==> config.mk <==
export PLATFORM = sky130hd
export DESIGN_NAME = charger_mode_fault_supervisor
export DESIGN_NICKNAME = d
export VERILOG_FILES = /design/src/hdl/charger_supervisor_pkg.sv /design/src/hdl/charger_mode_fault_supervisor.sv
export VERILOG_INCLUDE_DIRS = /design/src /design/src/hdl
export SDC_FILE = /design/constraint.sdc
export NUM_CORES = 1
export LEC_CHECK = 0
export ABC_CLOCK_PERIOD_IN_PS = 4710
export BUFFER_PORTS_ARGS = -buffer_cell sky130_fd_sc_hd__buf_2
export CORE_MARGIN = 2
export CORE_UTILIZATION = 40
export DETAILED_ROUTE_END_ITERATION = 10
export GPL_ROUTABILITY_DRIVEN = 0
export PLACE_DENSITY = 0.57
export SLEW_MARGIN = 20
export SYNTH_ARGS = -nofsm -noshare
export SYNTH_HDL_FRONTEND = slang
export SYNTH_SLANG_ARGS = --single-unit
==> constraint.sdc <==
create_clock -name clock -period 4.71 [get_ports clock]
set_input_delay 0 -clock clock [delete_from_list [all_inputs] [get_ports clock]]
set_output_delay 0 -clock clock [all_outputs]
set_load 0.005 [all_outputs]
==> src/hdl/charger_supervisor_regs.svh <==
// register offsets, field positions, reset values and timing figures
// assumes a 100 MHz control clock and an external serial register port
// Functional notes
// - boost variants offer charge, boost, high-z; others only charge and high-z
// - high-z mode halts charge and boost and keeps the converter off
// - without host traffic start fifteen-minute timer and default mode; the code enters default mode but implements no timer
// - fifteen-minute mode charges using reset defaults of all configuration
// - host traffic selects host mode; host then steers operating modes
// - input overvoltage: converter off, fault bits set, fault pulse sent
// - input below overvoltage exit clears fault and charging resumes
// - input power-on enables input current sink for adaptor detection
// - input above minimum for qualification interval means good adaptor
// - input below minimum in detection: sink off, pulse, code 011
// - after bad adaptor wait retry delay then detect again
// - sleep when input below battery plus offset yet above minimum
// - sleep turns off reverse-block switch and converter
// - at dpm threshold reduce charge current to hold the input up
// - while dpm limits current set special-charger flag bit 4 reg 5
// - battery overvoltage: converter off, fault bits set, fault pulse
// - battery at overvoltage exit clears fault and charging resumes
`ifndef CHARGER_SUPERVISOR_REGS_SVH
`define CHARGER_SUPERVISOR_REGS_SVH
`define REG_STATUS_CONTROL  8'h00
`define REG_SPECIAL_CHARGER 8'h05
`define FLD_FAULT_LO        0
`define FLD_FAULT_HI        2
`define FLD_SPECIAL_FLAG    4
`define FLD_HZ_MODE         1
`define FLD_BOOST_MODE      0
`define CODE_NO_FAULT       3'h0
`define CODE_INPUT_OVP      3'h1
`define CODE_OUTPUT_OVP     3'h2
`define CODE_BAD_ADAPTOR    3'h3
`define RST_STATUS_CONTROL  8'h00
`define RST_SPECIAL_CHARGER 8'h00
`define CLK_MHZ             100
`define QUAL_MS             30
`define RETRY_MS            32
`define PULSE_US            128
`define HOST_WD_S           32
`define SAFETY_MIN          15
`endif

==> src/hdl/charger_supervisor_pkg.sv <==
// types shared by the supervisor and its bench
package charger_supervisor_pkg;
    typedef enum logic [1:0] {
        op_charge,
        op_boost,
        op_hiz
    } op_mode_e;
    typedef enum {
        st_por,
        st_detect,
        st_bad_wait,
        st_run,
        st_sleep
    } adapt_state_e;
    typedef struct packed {
        logic input_ok_min;
        logic input_ovp;
        logic input_below_sleep;
        logic input_at_dpm;
        logic battery_ovp;
    } comparators_s;
    typedef struct packed {
        logic converter_on;
        logic reverse_block_switch;
        logic current_sink;
        logic dpm_reduce;
        logic boost_on;
    } power_ctrl_s;
endpackage

==> src/hdl/charger_mode_fault_supervisor.sv <==
// supervisory control of a one-cell charger: modes, adaptor check, faults
// comparators are asynchronous; register port is a simple byte port
// driven by the serial interface decoder in the same clock domain
`timescale 1ns/10ps
`include "charger_supervisor_regs.svh"
module charger_mode_fault_supervisor
    import charger_supervisor_pkg::*;
#(
    parameter bit          HAS_BOOST   = 1'b1,
    parameter int unsigned QUAL_CYC    = `QUAL_MS * `CLK_MHZ * 1000,
    parameter int unsigned RETRY_CYC   = `RETRY_MS * `CLK_MHZ * 1000,
    parameter int unsigned PULSE_CYC   = `PULSE_US * `CLK_MHZ,
    parameter longint unsigned WD_CYC  = 64'(`HOST_WD_S) * `CLK_MHZ * 1000000
)(
    input  wire logic         clock,
    input  wire logic         srst,
    input  wire logic         clock_en,
    input  wire comparators_s cmp_async,
    input  wire logic         reg_wr,
    input  wire logic         reg_rd,
    input  wire logic [7:0]   reg_addr,
    input  wire logic [7:0]   reg_wdata,
    output logic [7:0]        reg_rdata,
    output power_ctrl_s       power,
    output logic              fault_pulse,
    output logic              host_mode,
    output op_mode_e          op_mode
);
    comparators_s cmp_meta;
    comparators_s cmp;
    adapt_state_e state;
    logic [31:0]  tmr;
    logic [31:0]  pulse_cnt;
    logic [63:0]  wd_cnt;
    logic [2:0]   fault_code;
    logic [7:0]   ctrl;
    logic         special_flag;
    logic         in_ovp;
    logic         out_ovp;
    logic         pulse_req;
    op_mode_e     mode_sel;

    always_ff @(posedge clock) begin
        if (srst) begin
            cmp_meta <= '0;
            cmp      <= '0;
        end else if (clock_en) begin
            cmp_meta <= cmp_async;
            cmp      <= cmp_meta;
        end
    end

    always_ff @(posedge clock) begin
        if (srst) begin
            state <= st_por;
            tmr   <= '0;
        end else if (clock_en) begin
            unique case (state)
                st_por: begin
                    tmr <= '0;
                    // sync stages reset low, so wait for a live input
                    // first; otherwise detection would fail at once
                    if (cmp.input_ok_min) begin
                        state <= st_detect;
                    end
                end
                st_detect: begin
                    if (!cmp.input_ok_min) begin
                        tmr   <= '0;
                        state <= st_bad_wait;
                    end else if (tmr == QUAL_CYC - 1) begin
                        state <= st_run;
                    end else begin
                        tmr <= tmr + 32'd1;
                    end
                end
                st_bad_wait: begin
                    if (tmr == RETRY_CYC - 1) begin
                        tmr   <= '0;
                        state <= st_detect;
                    end else begin
                        tmr <= tmr + 32'd1;
                    end
                end
                st_run: begin
                    if (!cmp.input_ok_min) begin
                        state <= st_por;
                    end else if (cmp.input_below_sleep) begin
                        state <= st_sleep;
                    end
                end
                st_sleep: begin
                    if (!cmp.input_ok_min) begin
                        state <= st_por;
                    end else if (!cmp.input_below_sleep) begin
                        state <= st_run;
                    end
                end
            endcase
        end
    end

    always_ff @(posedge clock) begin
        if (srst) begin
            in_ovp  <= 1'b0;
            out_ovp <= 1'b0;
        end else if (clock_en) begin
            in_ovp  <= cmp.input_ovp;
            out_ovp <= cmp.battery_ovp;
        end
    end

    // fault code and pulse request; a bad adaptor is latched until retry
    always_ff @(posedge clock) begin
        if (srst) begin
            fault_code <= `CODE_NO_FAULT;
            pulse_req  <= 1'b0;
        end else if (clock_en) begin
            pulse_req <= 1'b0;
            if (state == st_detect && !cmp.input_ok_min) begin
                fault_code <= `CODE_BAD_ADAPTOR;
                pulse_req  <= 1'b1;
            end else if (cmp.input_ovp && !in_ovp) begin
                fault_code <= `CODE_INPUT_OVP;
                pulse_req  <= 1'b1;
            end else if (cmp.battery_ovp && !out_ovp) begin
                fault_code <= `CODE_OUTPUT_OVP;
                pulse_req  <= 1'b1;
            end else if (!cmp.input_ovp && !cmp.battery_ovp
                         && state != st_bad_wait) begin
                fault_code <= `CODE_NO_FAULT;
            end
        end
    end

    // fault pulse stretched to its fixed width; a new fault restarts it
    always_ff @(posedge clock) begin
        if (srst) begin
            pulse_cnt   <= '0;
            fault_pulse <= 1'b0;
        end else if (clock_en) begin
            if (pulse_req) begin
                pulse_cnt   <= PULSE_CYC - 1;
                fault_pulse <= 1'b1;
            end else if (pulse_cnt != 0) begin
                pulse_cnt <= pulse_cnt - 32'd1;
            end else begin
                fault_pulse <= 1'b0;
            end
        end
    end

    // host watchdog; expiry falls back to default mode
    always_ff @(posedge clock) begin
        if (srst) begin
            host_mode <= 1'b0;
            wd_cnt    <= '0;
        end else if (clock_en) begin
            if (reg_wr) begin
                host_mode <= 1'b1;
                wd_cnt    <= '0;
            end else if (host_mode && wd_cnt == WD_CYC - 1) begin
                host_mode <= 1'b0;
                wd_cnt    <= '0;
            end else if (host_mode) begin
                wd_cnt <= wd_cnt + 64'd1;
            end
        end
    end

    // host settings discarded when host control lapses
    always_ff @(posedge clock) begin
        if (srst) begin
            ctrl <= `RST_STATUS_CONTROL;
        end else if (clock_en) begin
            if (reg_wr && reg_addr == `REG_STATUS_CONTROL) begin
                ctrl <= reg_wdata;
            end else if (!host_mode) begin
                ctrl <= `RST_STATUS_CONTROL;
            end
        end
    end

    always_ff @(posedge clock) begin
        if (srst) begin
            special_flag <= 1'b0;
        end else if (clock_en) begin
            special_flag <= cmp.input_at_dpm && state == st_run;
        end
    end

    // mode selection; boost only on boost variants
    always_comb begin
        if (ctrl[`FLD_HZ_MODE]) begin
            mode_sel = op_hiz;
        end else if (ctrl[`FLD_BOOST_MODE] && HAS_BOOST) begin
            mode_sel = op_boost;
        end else begin
            mode_sel = op_charge;
        end
    end

    // power controls registered
    always_ff @(posedge clock) begin
        if (srst) begin
            power   <= '0;
            op_mode <= op_hiz;
        end else if (clock_en) begin
            op_mode <= mode_sel;
            power.current_sink <= (state == st_detect);
            power.reverse_block_switch <= (state == st_run);
            power.converter_on <= state == st_run && mode_sel == op_charge
                                  && !cmp.input_ovp && !cmp.battery_ovp;
            power.boost_on <= mode_sel == op_boost && !cmp.battery_ovp;
            power.dpm_reduce <= cmp.input_at_dpm && state == st_run;
        end
    end

    // register read data
    always_ff @(posedge clock) begin
        if (srst) begin
            reg_rdata <= '0;
        end else if (clock_en && reg_rd) begin
            if (reg_addr == `REG_STATUS_CONTROL) begin
                reg_rdata <= ctrl;
                reg_rdata[`FLD_FAULT_HI:`FLD_FAULT_LO] <= fault_code;
            end else if (reg_addr == `REG_SPECIAL_CHARGER) begin
                reg_rdata <= 8'h00;
                reg_rdata[`FLD_SPECIAL_FLAG] <= special_flag;
            end else begin
                reg_rdata <= '0;
            end
        end
    end

    property p_bad_sink;
        @(posedge clock) disable iff (srst)
        clock_en && state == st_detect && !cmp.input_ok_min
        ##1 clock_en |=> !power.current_sink;
    endproperty
    a_bad_sink: assert property (p_bad_sink) else $error("sink stays on");

    property p_bad_code;
        @(posedge clock) disable iff (srst)
        clock_en && state == st_detect && !cmp.input_ok_min
        |=> fault_code == `CODE_BAD_ADAPTOR && pulse_req;
    endproperty
    a_bad_code: assert property (p_bad_code) else $error("bad code");

    property p_no_early;
        @(posedge clock) disable iff (srst)
        clock_en && state != st_run |=> !power.converter_on;
    endproperty
    a_no_early: assert property (p_no_early) else $error("early");

    property p_in_ovp;
        @(posedge clock) disable iff (srst)
        clock_en && cmp.input_ovp |=> !power.converter_on;
    endproperty
    a_in_ovp: assert property (p_in_ovp) else $error("converter on in ovp");

    property p_out_ovp;
        @(posedge clock) disable iff (srst)
        clock_en && cmp.battery_ovp |=> !power.converter_on;
    endproperty
    a_out_ovp: assert property (p_out_ovp) else $error("converter on");

    property p_sleep;
        @(posedge clock) disable iff (srst)
        clock_en && state == st_sleep |=> !power.reverse_block_switch;
    endproperty
    a_sleep: assert property (p_sleep) else $error("switch on in sleep");

    property p_hiz;
        @(posedge clock) disable iff (srst)
        clock_en && mode_sel == op_hiz |=> !power.converter_on && !power.boost_on;
    endproperty
    a_hiz: assert property (p_hiz) else $error("converter on in high-z");

    property p_noboost;
        @(posedge clock) disable iff (srst)
        !HAS_BOOST |-> op_mode != op_boost;
    endproperty
    a_noboost: assert property (p_noboost) else $error("boost on variant");

    property p_pulse;
        @(posedge clock) disable iff (srst)
        clock_en && pulse_req |=> fault_pulse;
    endproperty
    a_pulse: assert property (p_pulse) else $error("no fault pulse");

    property p_default;
        @(posedge clock) disable iff (srst)
        clock_en && !host_mode && !reg_wr |=> ctrl == `RST_STATUS_CONTROL;
    endproperty
    a_default: assert property (p_default) else $error("ctrl not default");
endmodule

==> results.json, run 1 <==
{
  "outcome": "completed",
  "htreeDepth": 4,
  "syn-instance-count": 1045,
  "timing.final.ws_setup_ps": 1540,
  "proportion_of_netlist_area_held_by_the_largest_area_contributor_pct": 38.5,
  "final.setup_skew_ps": 10.2,
  "grt_first_pass_wirelength_um": 38600,
  "floorplan.initialDensity_pct": 40.5,
  "p_leak_nw": 3.17,
  "instances_no_fill": 1353,
  "worstPathBufferInverterCount": 0,
  "synth.avg_cell_area_um2": 8.41,
  "timing_worst_slew_pin_value_ps": 858,
  "avgViaCountPerCell": 6.05,
  "core.rowCount": 54,
  "worstPathCellList": "nand4_2, nor4_2, nand4_1, or4_1, a221oi_1",
  "numPlacedInstances": 1302,
  "worst_path_fanout_max": 11,
  "yosys_warnings": 0,
  "maxCapViolCount": 0,
  "die_y_um": 152,
  "cp.arrival_ps": 3490,
  "grt_use_total_pct": 19.6,
  "routedWlPerCell_um": 16.9,
  "cts_post_setup_buffers_inserted": 0,
  "cts_tree": "built",
  "detail_route.wirelength.met1_um": 11600,
  "topRoutingLayerUsed": "met4",
  "area.growth.synth_to_final_pct": 13.0,
  "final_net_count": 1091,
  "critical_path.endpoint_type": "flop",
  "met2_length_um": 10300,
  "antenna_found_initial": 0,
  "number_of_i_o_port_buffers": 40,
  "async_set_or_reset_register_ratio_after_synthesis_pct": 0,
  "cts-buffers-inserted": 17,
  "detailedRoute.firstIterationViolations": 565,
  "firstDrtPassIters": 4,
  "postSynthRegisterBits": 169,
  "ctsRootBufferMaster": "sky130_fd_sc_hd__clkbuf_16",
  "required_ps": 5040,
  "final_layout_size_suffix_gt1_share_pct": 9.88,
  "wl_met3_um": 717,
  "dp.final_hpwl_um": 14600,
  "synth_seq_area_share_pct": 38.5,
  "timing_hold_violations_final": 0,
  "route.final.wire_length_um": 22800,
  "fp.coreArea_um2": 21700,
  "clock_sink_count": 169,
  "clock_network_latency_to_the_later_pin_of_the_worst_skew_pair_ps": 430,
  "synth_enable_flop_cells": 0,
  "first_global_vias": 7628,
  "synth_cell_type_count": 63,
  "drt.antenna.violating_nets": 0,
  "synth_largest_area_cell": "sky130_fd_sc_hd__dfxtp_1",
  "layout.cells.most_common": "sky130_fd_sc_hd__dfxtp_1",
  "max_stage_delay_ps": 740,
  "antennaDiodeCount": 0,
  "maximum_number_of_pins_on_one_net_before_global_route_repair": 102,
  "clk_transition_reported_paths_ps": 60,
  "post-route-util_pct": 45.8,
  "report.final.setup_viol": 0,
  "die_area_um2": 23200,
  "cpLargestDelayFamily": "simple AND/OR/NAND/NOR gates",
  "route.detailed.drc": 0,
  "die_w_um": 152,
  "slew_headroom_pct": 42.3,
  "totalNegativeSetupSlack_ps": 0,
  "fmax_mhz": 316,
  "worst_hold_slack_ps": 20.6,
  "timing.final.crit_share_pct": 67.2,
  "synth_area_um2": 8790,
  "pre_cts_ws_ps": 1460,
  "synth_top_flop_cell": "sky130_fd_sc_hd__dfxtp_1",
  "period_needed_ps": 3170,
  "worstSetupPathType": "flop to flop",
  "floorplan.io_pins": 43,
  "timing.critical_path.from_type": "flop",
  "worst_path_max_delay_cell": "sky130_fd_sc_hd__nor4_2",
  "layout_common_cells": "sky130_fd_sc_hd__dfxtp_1, sky130_fd_sc_hd__nand2_1, sky130_fd_sc_hd__a21oi_1",
  "grt_setup_unrepaired": "no",
  "synthesis.nets": 1074,
  "detailroute.via_count": 8187,
  "cts_max_path_buffers": 2,
  "synth_top_cells_by_area": "sky130_fd_sc_hd__dfxtp_1, sky130_fd_sc_hd__or4_1, sky130_fd_sc_hd__nand4_1",
  "final_max_slew_viol_count": 0,
  "overflow_after_grt": 0,
  "vdd_ir_drop_max_uv": 241,
  "class_of_the_tightest_hold_or_removal_check": "input pin to flop",
  "areal_power_density_over_the_cells_nw_per_um2": 392
}
cells by family after synthesis:
kind of cell | share of synthesized area [%]
fa+ha+maj | 0.427
flops | 38.5
compound gates | 20.3
buf+inv | 3.97
mux | 2.16
xor+xnor | 3.89
simple gates | 30.7
other cells | 0.0427
through the flow:
step	total power, mW	cell area [um^2]
CTS	3.91	9920
finish	3.89	9930
global route	4.11	9930
detailed placement	2.53	9160
global placement	2.52	9160
floorplan	2.31	8790
worst reg2reg max path, cell delays in order, from the launching register on:
cell	delay, ps
sky130_fd_sc_hd__dfxtp_1	490
sky130_fd_sc_hd__nand4_2	370
sky130_fd_sc_hd__nor4_2	740
sky130_fd_sc_hd__nand4_1	550
sky130_fd_sc_hd__or4_1	620
sky130_fd_sc_hd__a221oi_1	290
cells in the mapped netlist (5+ instances only):
library cell and instances:
sky130_fd_sc_hd__nor4_1 25, sky130_fd_sc_hd__inv_1 14, sky130_fd_sc_hd__and3_1 14, sky130_fd_sc_hd__o31ai_1 37, sky130_fd_sc_hd__or4_1 51, sky130_fd_sc_hd__nor2b_1 10
sky130_fd_sc_hd__o21ai_0 53, sky130_fd_sc_hd__xnor2_1 11, sky130_fd_sc_hd__nor2_1 58, sky130_fd_sc_hd__o41ai_1 5, sky130_fd_sc_hd__or2_2 5, sky130_fd_sc_hd__nand2_1 67
sky130_fd_sc_hd__o211ai_1 12, sky130_fd_sc_hd__or4b_2 6, sky130_fd_sc_hd__a21oi_1 60, sky130_fd_sc_hd__nand3_1 50, sky130_fd_sc_hd__nor3b_1 7, sky130_fd_sc_hd__a221oi_1 27
sky130_fd_sc_hd__nor3_1 18, sky130_fd_sc_hd__or3_1 48, sky130_fd_sc_hd__clkbuf_1 60, sky130_fd_sc_hd__mux2i_1 19, sky130_fd_sc_hd__buf_2 5, sky130_fd_sc_hd__o2111ai_1 6
sky130_fd_sc_hd__and4_1 11, sky130_fd_sc_hd__a22oi_1 6, sky130_fd_sc_hd__nand4_1 54, sky130_fd_sc_hd__xor2_1 28, sky130_fd_sc_hd__nand2b_1 5, sky130_fd_sc_hd__a31oi_1 16
sky130_fd_sc_hd__a211oi_1 32, sky130_fd_sc_hd__dfxtp_1 169
sequential cells by signal, summed over array words and instances (netlist names), 2 cells and up:
| signal | cells |
|---|---|
| cmp_meta | 5 |
| state | 3 |
| ctrl | 7 |
| tmr | 32 |
| fault_code | 2 |
| op_mode | 2 |
| reg_rdata | 7 |
| cmp | 5 |
| pulse_cnt | 32 |
| wd_cnt | 64 |
| power | 5 |
metal layers:
metal	track usage [%]	vias up
met2	30.8	126
met1	27.8	3935
met5	0	-
met3	3.21	22
li1	-	4104
met4	5.74	0
power by group:
part           internal (mW)  switching [mW]  leakage, nW
clock                  0.789           0.569        0.263
sequential              1.52          0.0979         1.37
combinational          0.336           0.572         1.54
layout make-up:
type	count	area, um^2
Fill cell	2130	11800
Multi-Input combinational cell	789	5090
Sequential cell	169	3380
Timing Repair Buffer	71	504
Clock buffer	23	458
Tap cell	280	350
Clock inverter	7	93.8
Inverter	14	52.6
worst paths after layout:
| kind | to | slack (ps) | start | cells after the start |
|---|---|---|---|---|
| max reg2reg | wd_cnt[60]$_SDFFE_PP0P_ | 1540 | wd_cnt[4]$_SDFFE_PP0P_ | 5 |
| max | wd_cnt[60]$_SDFFE_PP0P_ | 1540 | wd_cnt[4]$_SDFFE_PP0P_ | 5 |
| min | host_mode$_SDFFE_PP0P_ | 20 | reg_wr | 3 |
| min reg2reg | power[4]$_SDFFE_PP0P_ | 460 | power[4]$_SDFFE_PP0P_ | 2 |
timing repair:
action	CTS	global route
hold buffers	21	0
endpoints found under the hold margin	26	0
gates resized for setup	0	0
Note: power is estimated with default switching activity, not from simulation.
==> run 2: changes to the inputs <==
ABC_AREA = 1   (was not set)
ABC_CLOCK_PERIOD_IN_PS = 3000   (was 4710)
clock period = 3 ns   (was 4.71 ns; I/O delays follow)
==> run 2 against run 1 <==
Effect of this change: flip-flop and latch count is the same; first-iteration DRC count grew 3.0%; register-to-register slack lost 890 ps; highest routed layer unchanged.
==> results.json, run 2 <==
{
  "outcome": "completed",
  "clock_sink_count": 169,
  "antenna_found_initial": 0,
  "final_net_count": 1704,
  "synth_cell_type_count": 41,
  "cts_post_setup_buffers_inserted": 0,
  "cts_tree": "built",
  "clock_network_latency_to_the_later_pin_of_the_worst_skew_pair_ps": 440,
  "route.final.wire_length_um": 26600,
  "cp.arrival_ps": 2650,
  "clk_transition_reported_paths_ps": 90,
  "worst_hold_slack_ps": 62.4,
  "grt_setup_unrepaired": "no",
  "final_layout_size_suffix_gt1_share_pct": 6.93,
  "htreeDepth": 4,
  "die_y_um": 161,
  "timing.final.ws_setup_ps": 653,
  "synth_top_flop_cell": "sky130_fd_sc_hd__dfxtp_1",
  "synth.avg_cell_area_um2": 6.05,
  "post_cts.resized_instances": 0,
  "worstSetupPathType": "flop to flop",
  "maximum_number_of_pins_on_one_net_before_global_route_repair": 56,
  "slew_headroom_pct": 44.5,
  "detailedRoute.firstIterationViolations": 582,
  "period_needed_ps": 2350,
  "route.detailed.drc": 0,
  "core.rowCount": 57,
  "largest_reg_flops": 64,
  "required_ps": 3300,
  "area.growth.synth_to_final_pct": 13.4,
  "cts-buffers-inserted": 17,
  "die_area_um2": 25900,
  "final.setup_skew_ps": 17.4,
  "p_leak_nw": 4.60,
  "synth_seq_area_share_pct": 34.4,
  "routedWlPerCell_um": 13.2,
  "nFillCells": 2613,
  "synth_enable_flop_cells": 0,
  "first_global_vias": 9176,
  "largestRegisters": "wd_cnt: 64 flops, pulse_cnt: 32 flops, tmr: 32 flops",
  "cts_max_path_buffers": 2,
  "top_register": "wd_cnt",
  "timing.final.crit_share_pct": 78.2,
  "synthMostInstantiatedCell": "sky130_fd_sc_hd__nand2_1",
  "detailroute.via_count": 9910,
  "grt_use_total_pct": 20.9,
  "floorplan.initialDensity_pct": 40.6,
  "postSynthRegisterBits": 169,
  "ctsRootBufferMaster": "sky130_fd_sc_hd__clkbuf_16",
  "timing_worst_slew_pin_value_ps": 831,
  "async_set_or_reset_register_ratio_after_synthesis_pct": 0,
  "vdd_ir_drop_max_uv": 598,
  "die_w_um": 161,
  "timing_hold_violations_final": 0,
  "yosys_warnings": 0,
  "drt.antenna.violating_nets": 0,
  "timing.critical_path.from_type": "flop",
  "fp.coreArea_um2": 24200,
  "pre_cts_ws_ps": 669,
  "number_of_i_o_port_buffers": 40,
  "firstDrtPassIters": 5,
  "grt_first_pass_wirelength_um": 44500,
  "totalNegativeSetupSlack_ps": 0,
  "dp.final_hpwl_um": 19400,
  "synth_common_cells": "sky130_fd_sc_hd__nand2_1, sky130_fd_sc_hd__nor2_1, sky130_fd_sc_hd__dfxtp_1",
  "critical_path.endpoint_type": "flop",
  "areal_power_density_over_the_cells_nw_per_um2": 741,
  "antennaDiodeCount": 0,
  "report.final.setup_viol": 0,
  "class_of_the_tightest_hold_or_removal_check": "input pin to flop",
  "overflow_after_grt": 0,
  "maxCapViolCount": 0,
  "final_max_slew_viol_count": 0,
  "avgViaCountPerCell": 4.93,
  "proportion_of_netlist_area_held_by_the_largest_area_contributor_pct": 34.4,
  "synthesis.nets": 1655,
  "floorplan.io_pins": 43,
  "synth_area_um2": 9840,
  "syn-instance-count": 1626,
  "synth_top_cells_by_area": "sky130_fd_sc_hd__dfxtp_1, sky130_fd_sc_hd__nand2_1, sky130_fd_sc_hd__nor2_1",
  "worst_path_fanout_max": 55,
  "layout.cells.most_common": "sky130_fd_sc_hd__nand2_1",
  "layout_common_cells": "sky130_fd_sc_hd__nand2_1, sky130_fd_sc_hd__nor2_1, sky130_fd_sc_hd__dfxtp_1",
  "synth_largest_area_cell": "sky130_fd_sc_hd__dfxtp_1",
  "fmax_mhz": 426,
  "fin_total_pwr_mw": 8.28
}
run 2: changes by cell type in the layout (fill, tap and decap cells not counted), sizes merged, moves of 37 or more:
cell and delta:
nand3 +80, nor2 +325, or4 -53, inv +162, o31ai -37, nand2 +367, or3 -48
run 2: per-stage QoR:
| step | cell area (um^2) | instances | util [%] |
|---|---|---|---|
| CTS | 11200 | 2012 | 46.0 |
| floorplan | 9840 | 1626 | - |
| global route | 11200 | 2012 | 46.0 |
| detailed placement | 10300 | 1959 | 42.6 |
| finish | 11200 | 2012 | 46.0 |
| global placement | 10300 | 1959 | 42.6 |
run 2: final cells by class:
type	instances	area, um^2	area share [%]
flip-flops and latches	169	3380	30.3
multi-input cells	1243	5600	50.1
inverters	171	642	5.75
clock inverters	15	210	1.88
repair buffers	73	500	4.48
well taps	324	405	3.63
clock buffers	17	425	3.81
run 2: path summary, 6_finish.rpt:
| kind | start | end | slack [ps] | depth (start not counted) |
|---|---|---|---|---|
| max | wd_cnt[0]$_SDFFE_PP0P_ | wd_cnt[31]$_SDFFE_PP0P_ | 650 | 8 |
| min | reg_rd | reg_rdata[1]$_SDFFE_PP0P_ | 60 | 4 |
| max reg2reg | wd_cnt[0]$_SDFFE_PP0P_ | wd_cnt[31]$_SDFFE_PP0P_ | 650 | 8 |
| min reg2reg | power[3]$_SDFFE_PP0P_ | power[3]$_SDFFE_PP0P_ | 460 | 2 |
run 2: timing repair:
| item | in CTS | in global routing |
|---|---|---|
| endpoints found under the hold margin | 23 | 0 |
| hold buffers | 21 | 0 |
| setup endpoints to repair | 0 | 0 |
run 2: routing by layer:
layer  GRT usage, %  routed length [um]  vias to the layer above
li1               -                   -                     5254
met1           28.4               12900                     4450
met2           35.4               12400                      182
met3           2.63                 984                       24
met4           5.07                 303                        0
met5              0                   0                        -
run 2: logic make-up after synthesis:
family | share of synthesized area, %
compound gates | 7.21
xor+xnor | 3.83
fa+ha+maj | 0.381
buf+inv | 8.77
flops | 34.4
other cells | 0.0381
simple gates | 45.4
run 2: report_power, final:
group	switching (mW)	leakage, nW	total [mW]	internal (mW)
Clock	1.14	0.301	2.30	1.16
Sequential	0.245	1.37	2.74	2.49
Combinational	2.15	2.93	3.24	1.08
Total	3.54	4.60	8.28	4.73
run 2: worst max-delay path, cell delays in order, from the launching register on:
cell,delay (ps)
sky130_fd_sc_hd__dfxtp_1,360
sky130_fd_sc_hd__ha_1,180
sky130_fd_sc_hd__nand3_1,100
sky130_fd_sc_hd__nor3_1,370
sky130_fd_sc_hd__nand3_1,300
sky130_fd_sc_hd__nand2_1,170
sky130_fd_sc_hd__nand2_2,110
sky130_fd_sc_hd__nand2_4,480
sky130_fd_sc_hd__nor2_1,110
